--- src/inc/cpmc_pkg.sv ---
// Functional notes
// - Multiplier field: 000 x130, 001 x65, 010 x65/2, 011 x65/4, 1xx x244.
// - Sleep instruction enters Sleep when idle bit is 0, Idle when 1.
// - Booster field divides sub clock by 1, 4, 8 or 16.
// - Select bit 0 runs CPU from sub clock, main halted; 1 from main.
// - Sub-clocked timers stop in Sleep when watchdog was enabled.
// - Pin-clocked timer counts in Sleep with watchdog; its match never wakes.
// - Main-clocked timer stopped in Sleep/Green until CPU runs in Normal.
// - Sub-clocked timer stopped in Sleep until CPU runs in destination mode.
// - Green to Normal waits start-up time plus 11 main periods.
// - Idle to Normal waits start-up plus 15 sub periods; Sleep adds 18 ms.
// - Idle to Green same delay; Sleep to Green adds 18 ms first.
// - Any reset waits 18 ms plus start-up plus 15 sub periods.
// - Active-low wake enables on bits 3,2,1 per pin group; reset disables.
// - Start-up wait runs from oscillator enable to oscillation.
package cpmc_pkg;
  localparam int unsigned CLK_PERIOD_NS = 10;
  localparam int unsigned T_LONG_WAIT_NS = 18000000;
  localparam int unsigned T_OSC_START_NS = 1000000;
  localparam int unsigned LONG_WAIT_CYC_DEF =
    (T_LONG_WAIT_NS + CLK_PERIOD_NS - 1) / CLK_PERIOD_NS;
  localparam int unsigned OSC_WAIT_CYC_DEF =
    (T_OSC_START_NS + CLK_PERIOD_NS - 1) / CLK_PERIOD_NS;
  localparam int unsigned SUB_EDGES = 15;
  localparam int unsigned MAIN_EDGES = 11;
  localparam int unsigned WAIT_W = 21;

  // Register indices; byte address is four times the index
  localparam logic [5:0] IDX_SYS_CTRL = 6'h0D;
  localparam logic [5:0] IDX_WAKE_EN  = 6'h10;
  localparam logic [5:0] IDX_STATUS   = 6'h11;

  localparam logic [7:0] SYS_CTRL_RST = 8'h00;
  localparam logic [7:0] WAKE_EN_RST  = 8'hFF;
  localparam logic [7:0] WAKE_EN_RSVD = 8'hF1;
  localparam int unsigned CPU_SEL_BIT = 0;
  localparam int unsigned BF_LSB      = 1;
  localparam int unsigned IDLE_BIT    = 3;
  localparam int unsigned PLL_LSB     = 4;
  localparam int unsigned WAKE_LSB    = 1;
  localparam int unsigned ST_RUN_BIT  = 3;
  localparam int unsigned ST_MAIN_BIT = 4;

  localparam logic [7:0] MULT_X130 = 8'h82;
  localparam logic [7:0] MULT_X65  = 8'h41;
  localparam logic [7:0] MULT_X244 = 8'hF4;

  localparam logic [3:0] BF_DIV1  = 4'h0;
  localparam logic [3:0] BF_DIV4  = 4'h3;
  localparam logic [3:0] BF_DIV8  = 4'h7;
  localparam logic [3:0] BF_DIV16 = 4'hF;

  localparam logic [1:0] RESP_OKAY   = 2'h0;
  localparam logic [1:0] RESP_SLVERR = 2'h2;

  typedef enum logic [2:0] {
    ST_LONG_WAIT, ST_OSC_WAIT, ST_EDGE_CNT, ST_RUN, ST_SLEEP, ST_IDLE
  } pm_state_t;
endpackage

--- src/design/clk_power_mode_ctrl.sv ---
// The implementer's own choice: the AXI4-Lite interface to the registers.
`timescale 1ns/1ps
module clk_power_mode_ctrl import cpmc_pkg::*; #(
  parameter int unsigned LONG_WAIT_CYC = LONG_WAIT_CYC_DEF,
  parameter int unsigned OSC_WAIT_CYC  = OSC_WAIT_CYC_DEF
) (
  input  wire logic        aclk,              // System clock, 100 MHz
  input  wire logic        aresetn,           // Sync reset, active low
  input  wire logic [7:0]  awaddr,            // Write address
  input  wire logic [2:0]  awprot,            // Unused protection
  input  wire logic        awvalid,           // Write address valid
  output logic             awready,           // Write address ready
  input  wire logic [31:0] wdata,             // Write data
  input  wire logic [3:0]  wstrb,             // Byte enables
  input  wire logic        wvalid,            // Write data valid
  output logic             wready,            // Write data ready
  output logic [1:0]       bresp,             // Write response
  output logic             bvalid,            // Write response valid
  input  wire logic        bready,            // Write response ready
  input  wire logic [7:0]  araddr,            // Read address
  input  wire logic [2:0]  arprot,            // Unused protection
  input  wire logic        arvalid,           // Read address valid
  output logic             arready,           // Read address ready
  output logic [31:0]      rdata,             // Read data
  output logic [1:0]       rresp,             // Read response
  output logic             rvalid,            // Read data valid
  input  wire logic        rready,            // Read data ready
  input  wire logic        sleep_instruction, // CPU sleep pulse
  input  wire logic        watchdog_en,       // Watchdog enabled level
  input  wire logic        sub_osc_in,        // Sub oscillator wave
  input  wire logic        main_osc_in,       // Main oscillator wave
  input  wire logic [10:0] wake_pins,         // Port 7 [7:0], port 5 [10:8]
  output logic             cpu_run,           // CPU may execute
  output logic             cpu_clk_main,      // CPU clock source main
  output logic             main_osc_en,       // Main oscillator enable
  output logic             sub_osc_en,        // Sub oscillator enable
  output logic [7:0]       pll_mult_num,      // Multiplier numerator
  output logic [1:0]       pll_mult_shift,    // Divide by two to this power
  output logic             booster_tick,      // Charge-pump clock pulse
  output logic             tmr_fs_run,        // Sub-clocked timers may count
  output logic             tmr_fm_run,        // Main-clocked timers may count
  output logic             tmr_ext_run,       // Pin-clocked timers may count
  output logic [2:0]       mode_code          // Current power state
);
  pm_state_t         state_q;
  logic [WAIT_W-1:0] wait_cnt_q;
  logic [3:0]        edge_cnt_q;
  logic              cnt_main_q;
  logic              src_main_q;
  logic [6:0]        ctl_q;
  logic [2:0]        wake_q;
  logic              aw_got_q;
  logic              w_got_q;
  logic [5:0]        aw_idx_q;
  logic [7:0]        wd_q;
  logic              wb0_q;
  logic [1:0]        osc_rise;
  logic [10:0]       pin_chg;
  logic              wake_hit;
  logic              edge_tick;
  logic [3:0]        edge_last;
  logic [7:0]        wake_rd;
  logic [7:0]        status_rd;

  sync_change #(.W(2)) u_osc_sync (
    .aclk    (aclk),
    .aresetn (aresetn),
    .pin_in  ({main_osc_in, sub_osc_in}),
    .rise    (osc_rise),
    .chg     ()
  );

  sync_change #(.W(11)) u_pin_sync (
    .aclk    (aclk),
    .aresetn (aresetn),
    .pin_in  (wake_pins),
    .rise    (),
    .chg     (pin_chg)
  );

  tick_divider u_booster (
    .aclk     (aclk),
    .aresetn  (aresetn),
    .tick_in  (osc_rise[0]),
    .sel      (ctl_q[BF_LSB +: 2]),
    .tick_out (booster_tick)
  );

  // Timer matches are not wake sources, only pin groups are
  assign wake_hit = (!wake_q[2] && |pin_chg[7:4]) ||
                    (!wake_q[1] && |pin_chg[3:0]) ||
                    (!wake_q[0] && |pin_chg[10:8]);

  assign edge_tick = cnt_main_q ? osc_rise[1] : osc_rise[0];
  assign edge_last = cnt_main_q ? 4'(MAIN_EDGES - 1) : 4'(SUB_EDGES - 1);

  // Power state sequencer
  always_ff @(posedge aclk) begin
    if (!aresetn) begin
      state_q    <= ST_LONG_WAIT;
      wait_cnt_q <= WAIT_W'(LONG_WAIT_CYC - 1);
      edge_cnt_q <= 4'h0;
      cnt_main_q <= 1'b0;
      src_main_q <= 1'b0;
    end else begin
      case (state_q)
        ST_LONG_WAIT: begin
          if (wait_cnt_q == '0) begin
            state_q    <= ST_OSC_WAIT;
            wait_cnt_q <= WAIT_W'(OSC_WAIT_CYC - 1);
          end else begin
            wait_cnt_q <= wait_cnt_q - 1'b1;
          end
        end
        ST_OSC_WAIT: begin
          if (wait_cnt_q == '0) begin
            state_q    <= ST_EDGE_CNT;
            edge_cnt_q <= 4'h0;
          end else begin
            wait_cnt_q <= wait_cnt_q - 1'b1;
          end
        end
        ST_EDGE_CNT: begin
          if (edge_tick) begin
            edge_cnt_q <= edge_cnt_q + 4'h1;
            if (edge_cnt_q == edge_last) begin
              state_q    <= ST_RUN;
              src_main_q <= ctl_q[CPU_SEL_BIT];
              cnt_main_q <= 1'b0;
            end
          end
        end
        ST_RUN: begin
          // Next instruction is a no-op, so stopping here loses nothing
          if (sleep_instruction) begin
            state_q    <= ctl_q[IDLE_BIT] ? ST_IDLE : ST_SLEEP;
            src_main_q <= 1'b0;
          end else if (ctl_q[CPU_SEL_BIT] && !src_main_q) begin
            state_q    <= ST_OSC_WAIT;
            wait_cnt_q <= WAIT_W'(OSC_WAIT_CYC - 1);
            cnt_main_q <= 1'b1;
          end else if (!ctl_q[CPU_SEL_BIT]) begin
            src_main_q <= 1'b0;
          end
        end
        ST_SLEEP: begin
          if (wake_hit) begin
            state_q    <= ST_LONG_WAIT;
            wait_cnt_q <= WAIT_W'(LONG_WAIT_CYC - 1);
          end
        end
        ST_IDLE: begin
          if (wake_hit) begin
            state_q    <= ST_OSC_WAIT;
            wait_cnt_q <= WAIT_W'(OSC_WAIT_CYC - 1);
          end
        end
        default: state_q <= ST_LONG_WAIT;
      endcase
    end
  end

  // Clock and timer gating outputs
  always_ff @(posedge aclk) begin
    if (!aresetn) begin
      cpu_run      <= 1'b0;
      cpu_clk_main <= 1'b0;
      main_osc_en  <= 1'b0;
      sub_osc_en   <= 1'b1;
      tmr_fs_run   <= 1'b0;
      tmr_fm_run   <= 1'b0;
      tmr_ext_run  <= 1'b1;
    end else begin
      cpu_run      <= (state_q == ST_RUN);
      cpu_clk_main <= src_main_q;
      main_osc_en  <= ctl_q[CPU_SEL_BIT] && (state_q inside
                      {ST_OSC_WAIT, ST_EDGE_CNT, ST_RUN});
      sub_osc_en   <= (state_q != ST_SLEEP);
      tmr_fs_run   <= (state_q == ST_RUN) || (state_q == ST_IDLE);
      tmr_fm_run   <= (state_q == ST_RUN) && src_main_q;
      tmr_ext_run  <= (state_q != ST_SLEEP) || watchdog_en;
    end
  end

  // Multiplier decode
  always_ff @(posedge aclk) begin
    if (!aresetn) begin
      pll_mult_num   <= MULT_X130;
      pll_mult_shift <= 2'h0;
    end else begin
      case (ctl_q[PLL_LSB +: 3])
        3'h0: begin
          pll_mult_num   <= MULT_X130;
          pll_mult_shift <= 2'h0;
        end
        3'h1: begin
          pll_mult_num   <= MULT_X65;
          pll_mult_shift <= 2'h0;
        end
        3'h2: begin
          pll_mult_num   <= MULT_X65;
          pll_mult_shift <= 2'h1;
        end
        3'h3: begin
          pll_mult_num   <= MULT_X65;
          pll_mult_shift <= 2'h2;
        end
        default: begin
          pll_mult_num   <= MULT_X244;
          pll_mult_shift <= 2'h0;
        end
      endcase
    end
  end

  assign mode_code = state_q;

  // Write channel: address and data taken in either order
  assign awready = !aw_got_q && !bvalid;
  assign wready  = !w_got_q && !bvalid;

  always_ff @(posedge aclk) begin
    if (!aresetn) begin
      aw_got_q <= 1'b0;
      w_got_q  <= 1'b0;
      aw_idx_q <= 6'h00;
      wd_q     <= 8'h00;
      wb0_q    <= 1'b0;
      bvalid   <= 1'b0;
      bresp    <= RESP_OKAY;
    end else begin
      if (awvalid && awready) begin
        aw_got_q <= 1'b1;
        aw_idx_q <= awaddr[7:2];
      end
      if (wvalid && wready) begin
        w_got_q <= 1'b1;
        wd_q    <= wdata[7:0];
        wb0_q   <= wstrb[0];
      end
      if (aw_got_q && w_got_q) begin
        aw_got_q <= 1'b0;
        w_got_q  <= 1'b0;
        bvalid   <= 1'b1;
        bresp    <= (aw_idx_q == IDX_SYS_CTRL || aw_idx_q == IDX_WAKE_EN ||
                     aw_idx_q == IDX_STATUS) ? RESP_OKAY : RESP_SLVERR;
      end else if (bvalid && bready) begin
        bvalid <= 1'b0;
      end
    end
  end

  // Register storage
  always_ff @(posedge aclk) begin
    if (!aresetn) begin
      ctl_q  <= SYS_CTRL_RST[6:0];
      wake_q <= WAKE_EN_RST[WAKE_LSB +: 3];
    end else if (aw_got_q && w_got_q && wb0_q) begin
      if (aw_idx_q == IDX_SYS_CTRL) begin
        ctl_q <= wd_q[6:0];
      end
      if (aw_idx_q == IDX_WAKE_EN) begin
        wake_q <= wd_q[WAKE_LSB +: 3];
      end
    end
  end

  assign wake_rd   = WAKE_EN_RSVD | {4'h0, wake_q, 1'b0};
  assign status_rd = {2'b00, tmr_fm_run, src_main_q, (state_q == ST_RUN), state_q};

  // Read channel, one cycle to data
  assign arready = !rvalid;

  always_ff @(posedge aclk) begin
    if (!aresetn) begin
      rvalid <= 1'b0;
      rdata  <= 32'h0000_0000;
      rresp  <= RESP_OKAY;
    end else if (arvalid && arready) begin
      rvalid <= 1'b1;
      rresp  <= RESP_OKAY;
      case (araddr[7:2])
        IDX_SYS_CTRL: rdata <= {25'h0, ctl_q};
        IDX_WAKE_EN:  rdata <= {24'h0, wake_rd};
        IDX_STATUS:   rdata <= {24'h0, status_rd};
        default: begin
          rdata <= 32'h0000_0000;
          rresp <= RESP_SLVERR;
        end
      endcase
    end else if (rvalid && rready) begin
      rvalid <= 1'b0;
    end
  end

  // Checks
  a_sleep_entry: assert property (@(posedge aclk) disable iff (!aresetn)
    state_q == ST_RUN && sleep_instruction && !ctl_q[IDLE_BIT] |=> state_q == ST_SLEEP)
    else $error("sleep request did not enter sleep");
  a_idle_entry: assert property (@(posedge aclk) disable iff (!aresetn)
    state_q == ST_RUN && sleep_instruction && ctl_q[IDLE_BIT] |=> state_q == ST_IDLE)
    else $error("sleep request did not enter idle");
  a_mult_decode: assert property (@(posedge aclk) disable iff (!aresetn)
    ctl_q[PLL_LSB +: 3] == 3'h3 |=> pll_mult_num == MULT_X65 && pll_mult_shift == 2'h2)
    else $error("multiplier decode wrong");
  a_mult_top: assert property (@(posedge aclk) disable iff (!aresetn)
    ctl_q[PLL_LSB + 2] |=> pll_mult_num == MULT_X244)
    else $error("multiplier top code wrong");
  a_fs_tmr_stop: assert property (@(posedge aclk) disable iff (!aresetn)
    state_q == ST_SLEEP ##1 state_q == ST_SLEEP |=> !tmr_fs_run)
    else $error("sub timer counts in sleep");
  a_fm_tmr_hold: assert property (@(posedge aclk) disable iff (!aresetn)
    !(state_q == ST_RUN && src_main_q) |=> !tmr_fm_run)
    else $error("main timer counts outside normal");
  a_main_halt: assert property (@(posedge aclk) disable iff (!aresetn)
    !ctl_q[CPU_SEL_BIT] |=> !main_osc_en)
    else $error("main oscillator runs while sub selected");
  a_sleep_hold: assert property (@(posedge aclk) disable iff (!aresetn)
    state_q == ST_SLEEP && !wake_hit |=> state_q == ST_SLEEP)
    else $error("left sleep without enabled pin change");
  a_long_wait: assert property (@(posedge aclk) disable iff (!aresetn)
    state_q == ST_SLEEP && wake_hit |=> state_q == ST_LONG_WAIT &&
    wait_cnt_q == WAIT_W'(LONG_WAIT_CYC - 1))
    else $error("sleep wake skipped long wait");
  a_gn_count: assert property (@(posedge aclk) disable iff (!aresetn)
    state_q == ST_EDGE_CNT && cnt_main_q && osc_rise[1] &&
    edge_cnt_q == 4'(MAIN_EDGES - 1) |=> state_q == ST_RUN && src_main_q)
    else $error("green to normal count wrong");
  a_idle_wake: assert property (@(posedge aclk) disable iff (!aresetn)
    state_q == ST_IDLE && wake_hit |=> state_q == ST_OSC_WAIT ##1 !cpu_run)
    else $error("idle wake did not start start-up wait");

  c_sleep_wake: cover property (@(posedge aclk) disable iff (!aresetn)
    state_q == ST_SLEEP ##1 state_q == ST_LONG_WAIT);
  c_idle_wake: cover property (@(posedge aclk) disable iff (!aresetn)
    state_q == ST_IDLE ##1 state_q == ST_OSC_WAIT);
  c_green_normal: cover property (@(posedge aclk) disable iff (!aresetn)
    state_q == ST_EDGE_CNT && cnt_main_q ##1 state_q == ST_RUN);
endmodule // clk_power_mode_ctrl

--- src/design/sync_change.sv ---
`timescale 1ns/1ps
module sync_change #(
  parameter int unsigned W = 1
) (
  input  wire logic         aclk,    // System clock
  input  wire logic         aresetn, // Sync reset, active low
  input  wire logic [W-1:0] pin_in,  // Asynchronous inputs
  output logic      [W-1:0] rise,    // Rising edge pulse
  output logic      [W-1:0] chg      // Any edge pulse
);
  logic [W-1:0] meta_q;
  logic [W-1:0] sync_q;
  logic [W-1:0] last_q;

  // Only sync_q reads meta_q
  always_ff @(posedge aclk) begin
    if (!aresetn) begin
      meta_q <= '0;
      sync_q <= '0;
      last_q <= '0;
    end else begin
      meta_q <= pin_in;
      sync_q <= meta_q;
      last_q <= sync_q;
    end
  end

  assign rise = sync_q & ~last_q;
  assign chg  = sync_q ^ last_q;
endmodule // sync_change

--- src/design/tick_divider.sv ---
`timescale 1ns/1ps
module tick_divider import cpmc_pkg::*; (
  input  wire logic       aclk,     // System clock
  input  wire logic       aresetn,  // Sync reset, active low
  input  wire logic       tick_in,  // Source edge pulse
  input  wire logic [1:0] sel,      // Divide select
  output logic            tick_out  // One pulse per divided period
);
  logic [3:0] cnt_q;
  logic [3:0] last;

  always_comb begin
    case (sel)
      2'h0:    last = BF_DIV1;
      2'h1:    last = BF_DIV4;
      2'h2:    last = BF_DIV8;
      default: last = BF_DIV16;
    endcase
  end

  // A count left above a lowered ratio restarts at the next tick rather than overshooting
  always_ff @(posedge aclk) begin
    if (!aresetn) begin
      cnt_q    <= 4'h0;
      tick_out <= 1'b0;
    end else begin
      tick_out <= tick_in && (cnt_q >= last);
      if (tick_in) begin
        cnt_q <= (cnt_q >= last) ? 4'h0 : cnt_q + 4'h1;
      end
    end
  end
endmodule // tick_divider

--- config.mk ---
export PLATFORM = sky130hd
export DESIGN_NAME = clk_power_mode_ctrl
export DESIGN_NICKNAME = d
export VERILOG_FILES = /design/src/inc/cpmc_pkg.sv /design/src/design/clk_power_mode_ctrl.sv /design/src/design/sync_change.sv /design/src/design/tick_divider.sv
export SDC_FILE = /design/constraint.sdc
export NUM_CORES = 1
export LEC_CHECK = 0
export BUFFER_PORTS_ARGS = -buffer_cell sky130_fd_sc_hd__clkbuf_2
export CORE_MARGIN = 4
export CORE_UTILIZATION = 49
export CTS_CLUSTER_DIAMETER = 30
export DETAILED_ROUTE_END_ITERATION = 10
export PLACE_DENSITY = 0.75
export SETUP_SLACK_MARGIN = 0.5
export SKIP_CTS_REPAIR_TIMING = 1
export SLEW_MARGIN = 25
export SYNTH_ARGS = -nofsm -noshare
export SYNTH_HDL_FRONTEND = slang
export SYNTH_SLANG_ARGS = --single-unit
--- constraint.sdc ---
create_clock -name aclk -period 4.5 [get_ports aclk]
set_input_delay 0.9 -clock aclk [delete_from_list [all_inputs] [get_ports aclk]]
set_output_delay 0.9 -clock aclk [all_outputs]
set_load 0.02 [all_outputs]
======== Word-level counts from Yosys, hierarchy flattened ========
Index checks and enable logic that the tools add are counted.
W data, S select, Z words.
cells by class
  add/subtract/negate cells ............... 3
  $lt $le $gt $ge ......................... 1
  equal/unequal tests ..................... 30
  mux-type cells .......................... 44
  bitwise operators ....................... 4
  reduce and logical (&&, ||, !) cells .... 53
operators by type and width
  operator                 count
  $mux W21                 6
  $pmux W21 S5             1
  $mux W3                  9
  $eq A6 B5 Y1 const B     4
  $pmux W8 S3              1
  $logic_not A21 Y1        1
  $sub A21 B1 Y21 const B  1
  $pmux W3 S6              1
  $logic_and A1 B1 Y1      16
  $ne A2 B2 Y1 const B     8
  $pmux W8 S2              1
  $mux W1                  15
  $eq A3 B2 Y1 const B     4
  $eq A6 B4 Y1 const B     2
  $mux W4                  3
  $pmux W4 S3              1
  $xor A11 B11 Y11         1
  $reduce_and A5 Y1        2
  $ne A3 B3 Y1 const B     3
  $reduce_or A3 Y1         3
  $add A4 B1 Y4 const B    2
  $logic_not A1 Y1         8
  $pmux W4 S2              1
  $reduce_bool A2 Y1       4
  25 further kinds         37
storage, ports and cells
  register bits after elaboration ......... 155
  input bits .............................. 80
  output and inout bits ................... 62
  logic and storage cells ................. 169

======== Depth between registers and ports, before layout ========
  depth in word-level cells ............... 7
  mapped depth ............................ 9
  depth with buffers taken out ............ 8

======== By module ========
Synthesis repeated with hierarchy kept, for this count alone.
unflattened totals
  cell total of the unflattened synthesis .. 644
  area total of the unflattened synthesis .. 5670.4 µm²
modules (own cells, without submodules)
  module                     times used  cells each  area each (µm²)  seq. area each (µm²)
  clk_power_mode_ctrl        1           488         4002.6           1641.6
  sync_change at u_pin_sync  1           102         1143.6           660.6
  tick_divider               1           36          326.6            100.1
  sync_change at u_osc_sync  1           18          197.7            120.1

======== Least setup slack after synthesis ========
Ideal clock, no wire load.
  path kind ............................... input to register
  start ................................... in araddr[2]
  end ..................................... reg rdata[1]
  setup time .............................. 0.059 ns
  data arrival time ....................... 2.106 ns
  required time ........................... 4.441 ns
  path slack .............................. 2.336 ns
  cell stages on the path ................. 6
  path buffers ............................ 1
  cells stage by stage .................... clkbuf_1 > nand4b_1 > nor3_1 > nand2_1 > o211ai_1 > o211a_1
on the way
  cells in the longest elaborated chain, start to end .. 2
  elaborated cells between the ends (all ways) .. 4
  those cells by class .................... eq/ne (3); mux (1)
RTL lines
  what                                          line                        text
  from (decl)                                   clk_power_mode_ctrl.sv:20   input wire logic [7:0] araddr,
  $eq A6 B5 Y1 or $eq A6 B4 Y1 (tied branches)  clk_power_mode_ctrl.sv:282  case (araddr[7:2])
  $pmux W8 S3 *                                 clk_power_mode_ctrl.sv:282
  to (signal assigned)                          clk_power_mode_ctrl.sv:283  IDX_SYS_CTRL: rdata <= {25'h0, ctl_q};
  to (signal assigned)                          clk_power_mode_ctrl.sv:284  IDX_WAKE_EN: rdata <= {24'h0, wake_rd};
  to (signal assigned)                          clk_power_mode_ctrl.sv:285  IDX_STATUS: rdata <= {24'h0, status_rd};
  to (decl)                                     clk_power_mode_ctrl.sv:24   output logic [31:0] rdata,
Every way passes the cells marked *; elsewhere a longest branch is shown, timed or not.
A chain may end at the register's enable or synchronous reset.

======== Final worst setup path ========
  start ................................... reg wait_cnt_q[8]
  end ..................................... reg wait_cnt_q[19]
on the way
  cells in the longest elaborated chain, start to end .. 3
  elaborated cells between the ends (all ways) .. 7
  those cells by class .................... add/sub (1); eq/ne (1); mux (3); reduce/logical (2)
RTL lines
  what                                                  line                        text
  from (decl)                                           clk_power_mode_ctrl.sv:46   logic [WAIT_W-1:0] wait_cnt_q;
  from (signal assigned)                                clk_power_mode_ctrl.sv:101  wait_cnt_q <= WAIT_W'(LONG_WAIT_CYC - 1);
  from (signal assigned)                                clk_power_mode_ctrl.sv:110  wait_cnt_q <= WAIT_W'(OSC_WAIT_CYC - 1);
  from (signal assigned)                                clk_power_mode_ctrl.sv:112  wait_cnt_q <= wait_cnt_q - 1'b1;
  $sub A21 B1 Y21 or $logic_not A21 Y1 (tied branches)  n/a
  $mux W21 (tied with other cells)                      clk_power_mode_ctrl.sv:116  if (wait_cnt_q == '0) begin
  $pmux W21 S5 or $reduce_and A6 Y1 (tied branches)     n/a
Parallel ways exist; a longest one is shown, timed or not. The select of a mux whose other input is x is not followed.

==> summary.md <==
| Metric | Value |
|---|---|
| Vias in the first global route | 4161 |
| Tot GR Track Use | 0.182 |
| Commonest cells after routing, fill and taps aside | dfxtp_1 (126), clkbuf_2 (76), nand2_1 (54) |
| Peak supply drop | 0.284 mV |
| Crit share post-route | 0.635 |
| Leakage power | 2.62 nW |
| Mapped cell area | 0.00551 mm² |
| Clk sinks | 126 |
| Syn avg cell area | 9.09 µm² |
| Post-synth EDFFs | 0 |
| Crit end category | flip-flop |
| DR pass1 iterations | 5 |
| Reg clk slew, reported paths | 0.06 ns |
| Max_cap viols | 0 |
| Power per cell area | 430 mW/mm² |
| FMAX | 0.350 GHz |
| Rows | 38 |
| Setup violations, final | 0 |
| Async set-or-reset flop fraction in the synthesized netlist | 0 |
| Skew final | 0.00417 ns |
| Initial core utilization | 0.504 |
| Ordered cell list for the critical path | nor4_2 -> nand3_2 -> or3_4 -> or3b_1 -> a21oi_1 -> o21a_1 |
| Final net count | 759 |
| I/O Pins | 142 |
| Crit-path max cell delay | 0.79 ns |
| WL final | 11300 µm |
| CTS buffer count | 17 |
| Power after layout | 2.77 mW |
| Unrepaired setup endpoints after global routing | no |
| Synth cell types | 58 |
| Final hold vios | 0 |
| Synth Register Bits | 126 |
| Crit Path Class | reg -> reg |
| PortBufs | 76 |
| Period minus WS final | 2.86 ns |
| Setup TNS | 0 ns |
| Synth Flop Type | dfxtp_1 |
| Initial antenna violation count | 0 |
| Startpoint types | flip-flop |
| Clk root buf | clkbuf_16 |
| Drt wl/cell | 13.7 µm |
| Arrival time worst endpoint | 3.15 ns |
| Die height | 114 µm |
| DRC | 0 |
| Vias per cell | 5.28 |
| Worst Tran Pin Value | 0.973 ns |
| Final slew viol count | 0 |
| Max clock buf depth | 2 |
| CTS HTree Levels | 4 |
| Synthesis-to-finish area growth | 17.0% |
| First-pass GRT wire length | 19100 µm |
| Commonest non-fill, non-tap cell in the layout | dfxtp_1 |
| Critical path required time | 4.79 ns |
| Worst rel slew slack | 0.351 |
| Synth warn | 0 |
| Final Hold Slack | 0.429 ns |
| Global placement routability congestion | 0.897 |
| DP Wirelength | 7850 µm |
| Die width | 114 µm |
| Mapped Cells | 606 |
| Worst-path cell with the longest stage delay | or3b_1 |
| Largest net degree at the start of global routing | 57 |
| Remaining antenna violation count after routing | 0 |
| # diodes | 0 |
| Share of cells above drive strength 1 | 0.177 |
| Core area | 0.0109 mm² |
| Worst skew pair latency | 0.41 ns |
| TritonCTS clock tree | yes |
| HP Class | reg -> reg |
| Die Area | 0.0130 mm² |
| Grt ovf | 0 |
| Status | complete, no violations |
| Detailed Route Iter0 Violations | 375 |
| Part of the Yosys area used for sequential elements | 0.458 |
| Via Count | 4348 |
| Worst Path Max Fanout | 27 |
==> Yosys cell counts (8+ instances only) <==
master,count,area (µm²)
a21boi_0,13,97.6
a21oi_1,32,160
a31oi_1,8,50.1
and2_1,48,300
buf_4,32,240
clkbuf_1,22,82.6
dfxtp_1,126,2520
ha_1,9,113
inv_1,18,67.6
mux2i_1,21,210
nand2_1,54,203
nand3_1,8,40.0
nor2_1,36,135
nor2b_1,22,138
nor3_1,9,45.0
o21ai_0,18,90.1
xnor2_1,12,105
==> worst max-delay path, delay by kind of cell, from the launching register on <==
family	cells	cell delay (ns)
simple gates	4	1.95
compound gates	2	0.40
flops	1	0.39
==> worst paths after layout <==
check / start / to / slack [ns] / cells past startpoint
setup / recovery: wait_cnt_q[8] / wait_cnt_q[19] / 1.64 / 6
hold reg to reg: u_pin_sync.meta_q[3] / u_pin_sync.sync_q[3] / 0.43 / 1
setup reg to reg: wait_cnt_q[8] / wait_cnt_q[19] / 1.64 / 6
hold / removal: u_pin_sync.meta_q[3] / u_pin_sync.sync_q[3] / 0.43 / 1
==> registers in the layout (all words and copies together), names as in the netlist, 3 cells and up <==
| register | cells |
|---|---|
| pll_mult_num | 5 |
| rdata | 8 |
| ctl_q | 7 |
| aw_idx_q | 6 |
| u_pin_sync.meta_q | 11 |
| wake_q | 3 |
| u_booster.cnt_q | 4 |
| u_pin_sync.last_q | 11 |
| u_pin_sync.sync_q | 11 |
| edge_cnt_q | 4 |
| wait_cnt_q | 21 |
| wd_q | 7 |
| mode_code | 3 |
==> metrics by stage <==
stage	cell area (µm²)	worst slack, ns	util	std cells
after global routing	6440	1.44	0.589	823
final	6440	1.64	0.589	823
after CTS	6440	1.68	0.589	823
after global placement	5810	1.74	0.531	791
after floorplan	5600	2.34	-	632
after detailed placement	5810	1.70	0.531	791
==> logic make-up after synthesis <==
family                     Yosys count  synth area share
and+or+nand+nor                    229             0.226
AOI/OAI and AO/OA                  126             0.151
DFF                                126             0.458
buffers and inverters               77            0.0788
muxes                               21            0.0382
xor gates and xnor gates            17            0.0270
adders and majority gates            9            0.0205
other                                1          0.000681
==> per-layer routing <==
layer / track usage / vias up / share of wire
li1: - / 2163 / -
met1: 0.225 / 2000 / 0.43
met2: 0.296 / 160 / 0.47
met3: 0.0552 / 25 / 0.074
met4: 0.0728 / 0 / 0.021
met5: 0 / - / 0
==> area by class of cell <==
class                           instances  area, µm²
Fill cell                             923       4490
Multi-Input combinational cell        429       2650
Sequential cell                       126       2520
Clock buffer                           17        425
Timing Repair Buffer                   78        395
Clock inverter                         15        209
Tap cell                              140        175
Inverter                               18       67.6
==> where the power goes <==
| group | internal [mW] | switching, mW |
|---|---|---|
| registers | 1.15 | 0.0225 |
| clock network | 0.935 | 0.512 |
| logic | 0.0600 | 0.0922 |
(Power assumes the default switching activity.)
